==> src/logic/rid_pkg.sv <==
// Constants shared by the instruction decoder and its stack
package rid_pkg;
   localparam int INSTR_W = 13;
   localparam int DATA_W = 8;
   localparam int PC_W = 14;
   localparam int PAGE_W = 4;
   localparam int REG_W = 6;
   localparam int BANK_W = 2;
   localparam int LIT_LONG_W = 10;
   localparam int STACK_DEPTH = 8;
   localparam int FLAG_W = 5;
   // Bank select field in the register select pointer
   localparam int BANK_HI = 7;
   localparam int BANK_LO = 6;
   // Shadowed operational register addresses
   localparam logic [5:0] RSP_ADDR = 6'h04;
   localparam logic [5:0] PAGE_ADDR = 6'h05;
   // Flag positions in the flag output
   localparam int FLAG_C = 0;
   localparam int FLAG_DC = 1;
   localparam int FLAG_Z = 2;
   localparam int FLAG_P = 3;
   localparam int FLAG_T = 4;
   // Reset values and the software interrupt vector
   localparam logic [13:0] PC_RESET = 14'h0000;
   localparam logic [13:0] SW_VECTOR = 14'h0001;
   localparam logic [7:0] RSP_RESET = 8'h00;
   localparam logic [3:0] PAGE_RESET = 4'h0;
   localparam logic [4:0] FLAG_RESET = 5'h18;
   // Control codes, low six bits with the upper opcode bits all zero
   localparam logic [5:0] OP_NOP = 6'h00;
   localparam logic [5:0] OP_SLEEP = 6'h03;
   localparam logic [5:0] OP_WDTC = 6'h04;
   localparam logic [5:0] OP_ENI = 6'h10;
   localparam logic [5:0] OP_DISI = 6'h11;
   localparam logic [5:0] OP_RET = 6'h12;
   localparam logic [5:0] OP_RETI = 6'h13;
   localparam logic [5:0] OP_TBL = 6'h20;
   // Register operation groups, opcode bits 10 to 7
   localparam logic [3:0] GRP_CTRL = 4'h0;
   localparam logic [3:0] GRP_CLR = 4'h1;
   localparam logic [3:0] GRP_SUB = 4'h2;
   localparam logic [3:0] GRP_DEC = 4'h3;
   localparam logic [3:0] GRP_OR = 4'h4;
   localparam logic [3:0] GRP_AND = 4'h5;
   localparam logic [3:0] GRP_XOR = 4'h6;
   localparam logic [3:0] GRP_ADD = 4'h7;
   localparam logic [3:0] GRP_MOV = 4'h8;
   localparam logic [3:0] GRP_COM = 4'h9;
   localparam logic [3:0] GRP_INC = 4'ha;
   localparam logic [3:0] GRP_DJZ = 4'hb;
   localparam logic [3:0] GRP_RRC = 4'hc;
   localparam logic [3:0] GRP_RLC = 4'hd;
   localparam logic [3:0] GRP_SWAP = 4'he;
   localparam logic [3:0] GRP_IJZ = 4'hf;
   // Single-bit operations, opcode bits 10 to 9
   localparam logic [1:0] BIT_CLR = 2'h0;
   localparam logic [1:0] BIT_SET = 2'h1;
   localparam logic [1:0] BIT_SKIP_CLR = 2'h2;
   localparam logic [1:0] BIT_SKIP_SET = 2'h3;
   // Literal operations, opcode bits 11 to 8
   localparam logic [3:0] LIT_MOV = 4'h8;
   localparam logic [3:0] LIT_OR = 4'h9;
   localparam logic [3:0] LIT_AND = 4'ha;
   localparam logic [3:0] LIT_XOR = 4'hb;
   localparam logic [3:0] LIT_RETURN_WITH_LITERAL = 4'hc;
   localparam logic [3:0] LIT_SUB = 4'hd;
   localparam logic [3:0] LIT_MISC = 4'he;
   localparam logic [3:0] LIT_ADD = 4'hf;
   localparam logic [7:0] LIT_SWINT = 8'h01;
   localparam logic [3:0] LIT_PAGE_HI = 4'h8;
   typedef enum logic [1:0] {
      RID_FETCH = 2'b00,
      RID_EXEC = 2'b01,
      RID_SLEEP = 2'b10
   } rid_phase_e;
endpackage : rid_pkg

==> src/logic/rid_stack.sv <==
// Return address stack held in flip-flops, wrapping pointer
`timescale 1ns/1ns
module rid_stack #(
   parameter int DEPTH = rid_pkg::STACK_DEPTH,
   parameter int WIDTH = rid_pkg::PC_W
) (
   input wire logic clk,
   input wire logic rst_n,
   input wire logic push,
   input wire logic pop,
   input wire logic [WIDTH-1:0] din,
   output logic [WIDTH-1:0] top
);
   localparam int PTR_W = $clog2(DEPTH);
   logic [WIDTH-1:0] mem_q [DEPTH];
   logic [PTR_W-1:0] ptr_q;
   logic [PTR_W-1:0] top_idx;

   assign top_idx = ptr_q - PTR_W'(1);
   assign top = mem_q[top_idx];

   always_ff @(posedge clk or negedge rst_n) begin
      if (!rst_n) begin
         ptr_q <= '0;
      end else if (push) begin
         ptr_q <= ptr_q + PTR_W'(1);
      end else if (pop) begin
         ptr_q <= top_idx;
      end
   end

   genvar g;
   for (g = 0; g < DEPTH; g++) begin : g_entry
      always_ff @(posedge clk or negedge rst_n) begin
         if (!rst_n) begin
            mem_q[g] <= '0;
         end else if (push && ptr_q == PTR_W'(g)) begin
            mem_q[g] <= din;
         end
      end
   end
endmodule : rid_stack

==> src/logic/rid_decoder.sv <==
// Instruction decode and execute unit of the 8-bit core
//
// Behaviour
// - Register field addresses one of 64 registers in the selected bank.
// - Bank comes from bits 6 and 7 of the register select pointer.
// - I/O registers use the same register-operand instructions as others.
// - Bit ops: 100b clear, 101b set, 110b skip if zero, 111b skip if one.
// - Bit selector picks the bit position within the addressed register.
// - Literals are 8 bits for accumulator ops, 10 bits for call and jump.
// - Sleep clears watchdog, stops oscillator, updates timeout and power-down.
// - Table lookup adds accumulator to counter low part; sets Z, C, DC.
// - Decrement-and-skip writes R-1 and skips on zero, flags unchanged.
// - Increment-and-skip writes R+1 and skips on zero, flags unchanged.
// - Rotate right through carry: bit 0 to carry, carry to bit 7.
// - Rotate left through carry: bit 7 to carry, carry to bit 0.
// - Call and jump load page plus literal; call also pushes return.
// - Return with literal loads accumulator and pops counter, flags kept.
// - Software interrupt pushes return address and vectors to 001H.
`timescale 1ns/1ns
module rid_decoder #(
   parameter int STACK_DEPTH = rid_pkg::STACK_DEPTH
) (
   input wire logic clk,
   input wire logic rst_n,
   input wire logic [rid_pkg::INSTR_W-1:0] instr,
   input wire logic [rid_pkg::DATA_W-1:0] reg_rdata,
   input wire logic wake,
   output logic [rid_pkg::PC_W-1:0] pc_q,
   output logic [rid_pkg::BANK_W+rid_pkg::REG_W-1:0] reg_addr_q,
   output logic [rid_pkg::DATA_W-1:0] reg_wdata_q,
   output logic reg_we_q,
   output logic [rid_pkg::DATA_W-1:0] acc_q,
   output logic [rid_pkg::FLAG_W-1:0] flags_q,
   output logic int_enable_q,
   output logic wdt_clear_q,
   output logic osc_stop_q
);
   localparam int PC_W = rid_pkg::PC_W;

   rid_pkg::rid_phase_e phase_q;
   logic [rid_pkg::INSTR_W-1:0] ir_q;
   logic [rid_pkg::DATA_W-1:0] rsp_q;
   logic [rid_pkg::PAGE_W-1:0] page_q;
   logic skip_q;
   logic wake_s1_q;
   logic wake_s2_q;
   logic [PC_W-1:0] stack_top;
   logic exec;

   // Combinational execute results
   logic [7:0] res;
   logic wr_reg;
   logic wr_acc;
   logic upd_z;
   logic upd_c;
   logic upd_dc;
   logic c_n;
   logic dc_n;
   logic skip_n;
   logic [PC_W-1:0] pc_n;
   logic push;
   logic pop;
   logic do_sleep;
   logic do_wdtc;
   logic ie_set;
   logic ie_clr;
   logic page_wr;
   logic [9:0] sum;
   logic [7:0] mask;
   logic [PC_W-1:0] pc_inc;
   logic [7:0] k8;
   logic [PC_W-1:0] long_target;

   // Returns {digit carry, carry, result} of x + y + cin
   function automatic logic [9:0] add8(input logic [7:0] x, input logic [7:0] y,
                                       input logic cin);
      logic [4:0] lo;
      logic [8:0] full;
      lo = {1'b0, x[3:0]} + {1'b0, y[3:0]} + {4'h0, cin};
      full = {1'b0, x} + {1'b0, y} + {8'h00, cin};
      return {lo[4], full};
   endfunction : add8

   assign exec = (phase_q == rid_pkg::RID_EXEC);
   assign pc_inc = pc_q + PC_W'(1);
   assign k8 = ir_q[7:0];
   assign long_target = {page_q, ir_q[rid_pkg::LIT_LONG_W-1:0]};

   rid_stack #(
      .DEPTH(STACK_DEPTH),
      .WIDTH(PC_W)
   ) u_stack (
      .clk(clk),
      .rst_n(rst_n),
      .push(push),
      .pop(pop),
      .din(pc_inc),
      .top(stack_top)
   );

   always_comb begin
      res = acc_q;
      wr_reg = 1'b0;
      wr_acc = 1'b0;
      upd_z = 1'b0;
      upd_c = 1'b0;
      upd_dc = 1'b0;
      c_n = flags_q[rid_pkg::FLAG_C];
      dc_n = flags_q[rid_pkg::FLAG_DC];
      skip_n = 1'b0;
      pc_n = pc_inc;
      push = 1'b0;
      pop = 1'b0;
      do_sleep = 1'b0;
      do_wdtc = 1'b0;
      ie_set = 1'b0;
      ie_clr = 1'b0;
      page_wr = 1'b0;
      sum = 10'h000;
      mask = 8'h01 << ir_q[8:6];
      if (!exec || skip_q) begin
         // Skipped word executes as a no-operation
      end else if (!ir_q[12]) begin
         if (ir_q[11]) begin
            unique case (ir_q[10:9])
               rid_pkg::BIT_CLR: begin
                  res = reg_rdata & ~mask;
                  wr_reg = 1'b1;
               end
               rid_pkg::BIT_SET: begin
                  res = reg_rdata | mask;
                  wr_reg = 1'b1;
               end
               rid_pkg::BIT_SKIP_CLR: skip_n = ((reg_rdata & mask) == 8'h00);
               rid_pkg::BIT_SKIP_SET: skip_n = ((reg_rdata & mask) != 8'h00);
            endcase
         end else begin
            // Bit 6 picks the register as destination, else the accumulator
            wr_reg = ir_q[6];
            wr_acc = !ir_q[6];
            unique case (ir_q[10:7])
               rid_pkg::GRP_CTRL: begin
                  wr_acc = 1'b0;
                  if (ir_q[6]) begin
                     res = acc_q;
                  end else begin
                     wr_reg = 1'b0;
                     unique case (ir_q[5:0])
                        rid_pkg::OP_SLEEP: do_sleep = 1'b1;
                        rid_pkg::OP_WDTC: do_wdtc = 1'b1;
                        rid_pkg::OP_ENI: ie_set = 1'b1;
                        rid_pkg::OP_DISI: ie_clr = 1'b1;
                        rid_pkg::OP_RET: begin
                           pop = 1'b1;
                           pc_n = stack_top;
                        end
                        rid_pkg::OP_RETI: begin
                           pop = 1'b1;
                           pc_n = stack_top;
                           ie_set = 1'b1;
                        end
                        rid_pkg::OP_TBL: begin
                           sum = add8(pc_inc[7:0], acc_q, 1'b0);
                           pc_n = {pc_inc[PC_W-1:8], sum[7:0]};
                           res = sum[7:0];
                           upd_z = 1'b1;
                           upd_c = 1'b1;
                           upd_dc = 1'b1;
                           c_n = sum[8];
                           dc_n = sum[9];
                        end
                        default: begin
                           // Codes outside this unit act as no-operation
                        end
                     endcase
                  end
               end
               rid_pkg::GRP_CLR: begin
                  res = 8'h00;
                  upd_z = 1'b1;
               end
               rid_pkg::GRP_SUB: begin
                  sum = add8(reg_rdata, ~acc_q, 1'b1);
                  res = sum[7:0];
                  upd_z = 1'b1;
                  upd_c = 1'b1;
                  upd_dc = 1'b1;
                  c_n = sum[8];
                  dc_n = sum[9];
               end
               rid_pkg::GRP_DEC: begin
                  res = reg_rdata - 8'h01;
                  upd_z = 1'b1;
               end
               rid_pkg::GRP_OR: begin
                  res = acc_q | reg_rdata;
                  upd_z = 1'b1;
               end
               rid_pkg::GRP_AND: begin
                  res = acc_q & reg_rdata;
                  upd_z = 1'b1;
               end
               rid_pkg::GRP_XOR: begin
                  res = acc_q ^ reg_rdata;
                  upd_z = 1'b1;
               end
               rid_pkg::GRP_ADD: begin
                  sum = add8(acc_q, reg_rdata, 1'b0);
                  res = sum[7:0];
                  upd_z = 1'b1;
                  upd_c = 1'b1;
                  upd_dc = 1'b1;
                  c_n = sum[8];
                  dc_n = sum[9];
               end
               rid_pkg::GRP_MOV: begin
                  res = reg_rdata;
                  upd_z = 1'b1;
               end
               rid_pkg::GRP_COM: begin
                  res = ~reg_rdata;
                  upd_z = 1'b1;
               end
               rid_pkg::GRP_INC: begin
                  res = reg_rdata + 8'h01;
                  upd_z = 1'b1;
               end
               rid_pkg::GRP_DJZ: begin
                  res = reg_rdata - 8'h01;
                  skip_n = (res == 8'h00);
               end
               rid_pkg::GRP_RRC: begin
                  res = {flags_q[rid_pkg::FLAG_C], reg_rdata[7:1]};
                  upd_c = 1'b1;
                  c_n = reg_rdata[0];
               end
               rid_pkg::GRP_RLC: begin
                  res = {reg_rdata[6:0], flags_q[rid_pkg::FLAG_C]};
                  upd_c = 1'b1;
                  c_n = reg_rdata[7];
               end
               rid_pkg::GRP_SWAP: res = {reg_rdata[3:0], reg_rdata[7:4]};
               rid_pkg::GRP_IJZ: begin
                  res = reg_rdata + 8'h01;
                  skip_n = (res == 8'h00);
               end
            endcase
         end
      end else begin
         unique case (ir_q[11:10])
            2'b00: begin
               push = 1'b1;
               pc_n = long_target;
            end
            2'b01: pc_n = long_target;
            default: begin
               unique case (ir_q[11:8])
                  rid_pkg::LIT_MOV: begin
                     res = k8;
                     wr_acc = 1'b1;
                  end
                  rid_pkg::LIT_OR: begin
                     res = acc_q | k8;
                     wr_acc = 1'b1;
                     upd_z = 1'b1;
                  end
                  rid_pkg::LIT_AND: begin
                     res = acc_q & k8;
                     wr_acc = 1'b1;
                     upd_z = 1'b1;
                  end
                  rid_pkg::LIT_XOR: begin
                     res = acc_q ^ k8;
                     wr_acc = 1'b1;
                     upd_z = 1'b1;
                  end
                  rid_pkg::LIT_RETURN_WITH_LITERAL: begin
                     res = k8;
                     wr_acc = 1'b1;
                     pop = 1'b1;
                     pc_n = stack_top;
                  end
                  rid_pkg::LIT_SUB, rid_pkg::LIT_ADD: begin
                     if (ir_q[8]) begin
                        sum = add8(k8, acc_q, 1'b0);
                     end else begin
                        sum = add8(k8, ~acc_q, 1'b1);
                     end
                     res = sum[7:0];
                     wr_acc = 1'b1;
                     upd_z = 1'b1;
                     upd_c = 1'b1;
                     upd_dc = 1'b1;
                     c_n = sum[8];
                     dc_n = sum[9];
                  end
                  rid_pkg::LIT_MISC: begin
                     if (k8 == rid_pkg::LIT_SWINT) begin
                        push = 1'b1;
                        pc_n = rid_pkg::SW_VECTOR;
                     end else if (k8[7:4] == rid_pkg::LIT_PAGE_HI) begin
                        page_wr = 1'b1;
                     end
                  end
                  default: begin
                     // Long forms are taken by the outer case
                  end
               endcase
            end
         endcase
      end
   end

   ////////////////////////////////////////////////////////////////////////////
   // Sequencing

   always_ff @(posedge clk or negedge rst_n) begin
      if (!rst_n) begin
         wake_s1_q <= 1'b0;
         wake_s2_q <= 1'b0;
      end else begin
         wake_s1_q <= wake;
         wake_s2_q <= wake_s1_q;
      end
   end

   always_ff @(posedge clk or negedge rst_n) begin
      if (!rst_n) begin
         phase_q <= rid_pkg::RID_FETCH;
         osc_stop_q <= 1'b0;
      end else begin
         unique case (phase_q)
            rid_pkg::RID_FETCH: phase_q <= rid_pkg::RID_EXEC;
            rid_pkg::RID_EXEC: begin
               if (do_sleep) begin
                  phase_q <= rid_pkg::RID_SLEEP;
                  osc_stop_q <= 1'b1;
               end else begin
                  phase_q <= rid_pkg::RID_FETCH;
               end
            end
            rid_pkg::RID_SLEEP: begin
               if (wake_s2_q) begin
                  phase_q <= rid_pkg::RID_FETCH;
                  osc_stop_q <= 1'b0;
               end
            end
            default: phase_q <= rid_pkg::RID_FETCH;
         endcase
      end
   end

   always_ff @(posedge clk or negedge rst_n) begin
      if (!rst_n) begin
         ir_q <= '0;
         reg_addr_q <= '0;
      end else if (phase_q == rid_pkg::RID_FETCH) begin
         ir_q <= instr;
         reg_addr_q <= {rsp_q[rid_pkg::BANK_HI:rid_pkg::BANK_LO], instr[5:0]};
      end
   end

   always_ff @(posedge clk or negedge rst_n) begin
      if (!rst_n) begin
         pc_q <= rid_pkg::PC_RESET;
         skip_q <= 1'b0;
      end else if (exec) begin
         pc_q <= pc_n;
         skip_q <= skip_n;
      end
   end

   ////////////////////////////////////////////////////////////////////////////
   // Architectural state

   always_ff @(posedge clk or negedge rst_n) begin
      if (!rst_n) begin
         reg_we_q <= 1'b0;
         reg_wdata_q <= '0;
      end else begin
         reg_we_q <= wr_reg;
         reg_wdata_q <= wr_reg ? res : reg_wdata_q;
      end
   end

   always_ff @(posedge clk or negedge rst_n) begin
      if (!rst_n) begin
         acc_q <= '0;
      end else if (wr_acc) begin
         acc_q <= res;
      end
   end

   // Shadows of the bank pointer and page register follow register writes
   always_ff @(posedge clk or negedge rst_n) begin
      if (!rst_n) begin
         rsp_q <= rid_pkg::RSP_RESET;
         page_q <= rid_pkg::PAGE_RESET;
      end else begin
         if (wr_reg && ir_q[5:0] == rid_pkg::RSP_ADDR) begin
            rsp_q <= res;
         end
         if (page_wr) begin
            page_q <= k8[rid_pkg::PAGE_W-1:0];
         end else if (wr_reg && ir_q[5:0] == rid_pkg::PAGE_ADDR) begin
            page_q <= res[rid_pkg::PAGE_W-1:0];
         end
      end
   end

   always_ff @(posedge clk or negedge rst_n) begin
      if (!rst_n) begin
         flags_q <= rid_pkg::FLAG_RESET;
         wdt_clear_q <= 1'b0;
         int_enable_q <= 1'b0;
      end else begin
         if (upd_z) begin
            flags_q[rid_pkg::FLAG_Z] <= (res == 8'h00);
         end
         if (upd_c) begin
            flags_q[rid_pkg::FLAG_C] <= c_n;
         end
         if (upd_dc) begin
            flags_q[rid_pkg::FLAG_DC] <= dc_n;
         end
         if (do_sleep || do_wdtc) begin
            flags_q[rid_pkg::FLAG_T] <= 1'b1;
            flags_q[rid_pkg::FLAG_P] <= do_wdtc;
         end
         wdt_clear_q <= do_sleep || do_wdtc;
         if (ie_set) begin
            int_enable_q <= 1'b1;
         end else if (ie_clr) begin
            int_enable_q <= 1'b0;
         end
      end
   end
endmodule : rid_decoder

==> config.mk <==
export PLATFORM = sky130hd
export DESIGN_NAME = rid_decoder
export DESIGN_NICKNAME = d
export VERILOG_FILES = /design/src/logic/rid_pkg.sv /design/src/logic/rid_stack.sv /design/src/logic/rid_decoder.sv
export SDC_FILE = /design/constraint.sdc
export NUM_CORES = 1
export LEC_CHECK = 0
export BUFFER_PORTS_ARGS = -buffer_cell sky130_fd_sc_hd__buf_2
export CAP_MARGIN = 20
export CORE_MARGIN = 1.5
export CORE_UTILIZATION = 63
export DETAILED_ROUTE_END_ITERATION = 8
export PLACE_DENSITY = 0.82
export SLEW_MARGIN = 20
export SYNTH_ARGS = -nofsm -noshare
export SYNTH_HDL_FRONTEND = slang
export SYNTH_HIERARCHICAL = 1
export SYNTH_SLANG_ARGS = --single-unit
==> constraint.sdc <==
create_clock -name clk -period 4.4 [get_ports clk]
set_clock_uncertainty 0.2 [all_clocks]
set_input_delay 0 -clock clk [delete_from_list [all_inputs] [get_ports clk]]
set_output_delay 0 -clock clk [all_outputs]
set_load 0.02 [all_outputs]
==> results.md <==
* Largest fanout of any net on the critical path at 10
* Start point of the critical path: pc_q[1]$_DFFE_PN0P_
* Unrepaired setup endpoints after global routing: no
* Detailed-routing iteration count for the pre-antenna-repair pass at 7
* Share of final-layout standard cells stronger than drive strength 1 at 19.7%
* CP endpoint kind: flop
* Worst EP required at 4.54 ns
* Logic depth of the worst register-to-register path at 13
* Critical path data arrival time at 4.32 ns
* Startpoint kind of the worst setup timing path: flop
* End point of the critical path: reg_wdata_q[7]$_DFFE_PN0P_
* GPL Wtd Cong at 1.07
* Actual slew at the worst max-slew pin at 1.02 ns
* Wire length reported by the detailed router at 44,500 um
* Post-synthesis to final-layout area growth at 12.0%
* Number of buffers inserted during clock tree synthesis at 17
* Startpoint of the worst register-to-register path: pc_q[1]$_DFFE_PN0P_
* Half-perimeter wire length after placement at 31,100 um
* #FFs+latches synth at 179
* Clock slew seen by the registers of the worst setup and hold paths at 0.09 ns
* Asr flop ratio synth at 100%
* All-Layer GR Usage at 40.5%
* Final hold vios at 0
* Number of diodes at 0
* Max IR drop VDD at 349 uV
* R2r setup slk at 0.22 ns
* Number of endpoints failing setup at the final stage at 0
* Number of nets in the finished design at 1,602
* Destination of the worst register-to-register timing path: reg_wdata_q[7]$_DFFE_PN0P_
* Largest net degree at the start of global routing at 117
* Rows at 53
* Area of the core at 0.0209 sq mm
* Period Utilization, post-route at 95.0%
* Ports placed on the boundary at 71
* Vertical die dimension at 149 um
* Fin. max-slew vios at 0
* Placed cells at 1,743
* Portion of the post-synthesis area used by sequential elements at 33.5%
* Leakage dissipation at 6.80 nW
* Average cell area after synthesis at 9.36 sq um
* Clock sink count at 179
* Rel. slew slack at 31.8%
* Share of the core filled with cells in the final layout at 71.7%
* Combined area of all synthesized cells at 0.0134 sq mm
* Total Negative Setup Slacks at 0 ns
* Critical path type: reg2reg
* Most instantiated flip-flop cell in the synthesis netlist: dfrtp_1
* Root cell of the clock tree: clkbuf_16
* Fmax at 239 MHz
* First-pass GRT wire length at 68,300 um
* Fill cell count at 1,585
* Outcome: completed
* Initial standard-cell utilization of the core at 64.0%
* Min Tclk post-route at 4.18 ns
* DRC violations left at 0
* Synthesized netlist cell count at 1,428
* CTS tree: done
* Routed vias/inst at 7.10
* Number of non-filler instances in the completed layout at 1,793
* Total grt overflow at 0
* First DRT Iteration DRCs at 1,824
* Number of antenna violations at the first check in global routing at 0
* Maximum Capacitance Violations at 0
* Die width at 149 um
* Die footprint at 0.0221 sq mm
* Most frequent standard cell in the layout excluding fill and tap cells: dfrtp_1
* Worst-Skew Late Latency at 0.45 ns
* Ratio of total power to cell area at 581 mW/mm^2
* Hold/Removal Path Class: in2reg
* Post-synth EDFFs at 0
* Via count of the first global-routing pass at 12,000
* Net count after synthesis at 1,525
* DR vias at 12,700
* Deepest clock path buffer count at 2
* Post-DR wirelength/cell at 24.8 um
* Leading cell types in the layout, fill and taps excluded: 175 x dfrtp_1, 98 x nand2_1, 88 x nor2_1, 80 x o21ai_0, 77 x buf_4
* Htree depth at 4
* Synth warn at 6
* Netlist cell types at 100
* Total of buffers placed on input and output ports at 69
* Remaining antenna violation count after routing at 0
[worst min-delay path by stage]
| stage | start | endpoint | slack, ns | depth (start not counted) |
|---|---|---|---|---|
| after floorplan | rst_n | acc_q[0]$_DFFE_PN0P_ | -0.50 | 0 |
| after global placement | rst_n | u_stack/mem_q[32]$_DFFE_PN0P_ | -0.16 | 1 |
| after detailed placement | rst_n | u_stack/mem_q[32]$_DFFE_PN0P_ | -0.16 | 1 |
| after CTS | instr[8] | ir_q[8]$_DFFE_PN0P_ | 0.08 | 4 |
| after global routing | instr[3] | reg_addr_q[3]$_DFFE_PN0P_ | 0.11 | 4 |
| final | instr[8] | ir_q[8]$_DFFE_PN0P_ | 0.08 | 4 |
[through the flow]
step / power, mW / area (sq um) / hold WS [ns] / setup WS (ns)
detailed placement: 6.85 / 14100 / -0.156 / 0.0821
finish: 8.70 / 15000 / 0.0796 / 0.221
floorplan: 5.52 / 13400 / -0.496 / 0.658
global route: 9.10 / 15000 / 0.108 / 0.0503
CTS: 8.56 / 15000 / 0.0760 / 0.0557
global placement: 6.71 / 14100 / -0.160 / 0.195
[layer usage]
metal	vias to the layer above	GRT usage [%]	share of wire, %
li1	5488	-	-
met1	6101	55.9	40
met2	957	59.1	43
met3	185	11.1	13
met4	0	18.6	4.6
met5	-	0	0
[cells in the mapped netlist, types with 17 or more instances]
cell type    n  area share [%]
a2111oi_0   28             1.8
a21oi_1     69             2.6
and3_1      38             1.8
buf_2       29             1.1
clkbuf_1    53             1.5
dfrtp_1    178              33
ha_1        68             6.4
inv_1       46             1.3
mux2_1      51             4.3
mux2_2      76             6.4
mux2i_1     42             3.1
nand2_1     98             2.8
nand2b_1    19            0.89
nand3_1     42             1.6
nor2_1      89             2.5
nor2b_1     35             1.6
nor3_1      27             1.0
o21ai_0     81             3.0
xnor2_1     17             1.1
[what timing repair did]
| item | 4_1_cts | 5_1_grt |
|---|---|---|
| hold buffers | 18 | 0 |
| resized for setup | 0 | 3 |
| buffers inserted | 0 | 0 |
| setup endpoints to repair | 0 | 4 |
| endpoints found under the hold margin | 163 | 0 |
[flip-flops by register name, indices dropped and copies added, names as in the netlist]
signal,cells
skip_q,1
wake_s1_q,1
osc_stop_q,1
pc_q,14
reg_wdata_q,8
flags_q,4
ir_q,7
wdt_clear_q,1
u_stack/mem_q,112
wake_s2_q,1
phase_q,2
reg_addr_q,8
u_stack/ptr_q,3
page_q,4
reg_we_q,1
acc_q,8
rsp_q,2
int_enable_q,1
[logic make-up (layout without fill, tap and decap cells)]
| group | count (synthesis) | in the layout | synth area share [%] |
|---|---|---|---|
| xor+xnor | 31 | 31 | 2.14 |
| buf+inv | 161 | 251 | 5.63 |
| simple gates | 443 | 443 | 18.0 |
| mux | 171 | 171 | 14.2 |
| other cells | 1 | 1 | 0.0281 |
| fa+ha+maj | 73 | 73 | 7.11 |
| compound gates | 369 | 369 | 19.3 |
| flops | 179 | 179 | 33.5 |
[layout make-up]
cell class              count  area, sq um  share of cell area [%]
multi-input cells        1088         8150                    54.4
flip-flops and latches    179         4480                    30.0
inverters                  54          203                    1.35
clock inverters            15          215                    1.44
clock buffers              17          425                    2.84
repair buffers            165         1150                    7.67
well taps                 275          344                    2.30
[power breakdown]
| part | leakage [nW] | total, mW | switching, mW | internal, mW |
|---|---|---|---|---|
| clock network | 0.308 | 1.64 | 0.838 | 0.800 |
| logic | 4.19 | 4.58 | 2.82 | 1.77 |
| registers | 2.29 | 2.48 | 0.349 | 2.13 |
| total | 6.80 | 8.70 | 4.00 | 4.70 |
[critical path, stage by stage (launching register included)]
cell	delay, ns
dfrtp_1	0.41
ha_1	0.24
and3_1	0.22
nand3_1	0.20
xor2_1	0.24
inv_1	0.23
ha_1	0.28
or3_1	0.37
o22a_1	0.19
mux2i_1	0.23
or3b_2	0.47
o21ai_1	0.24
o311ai_2	0.24
mux2_2	0.32
(Power assumes the default switching activity.)
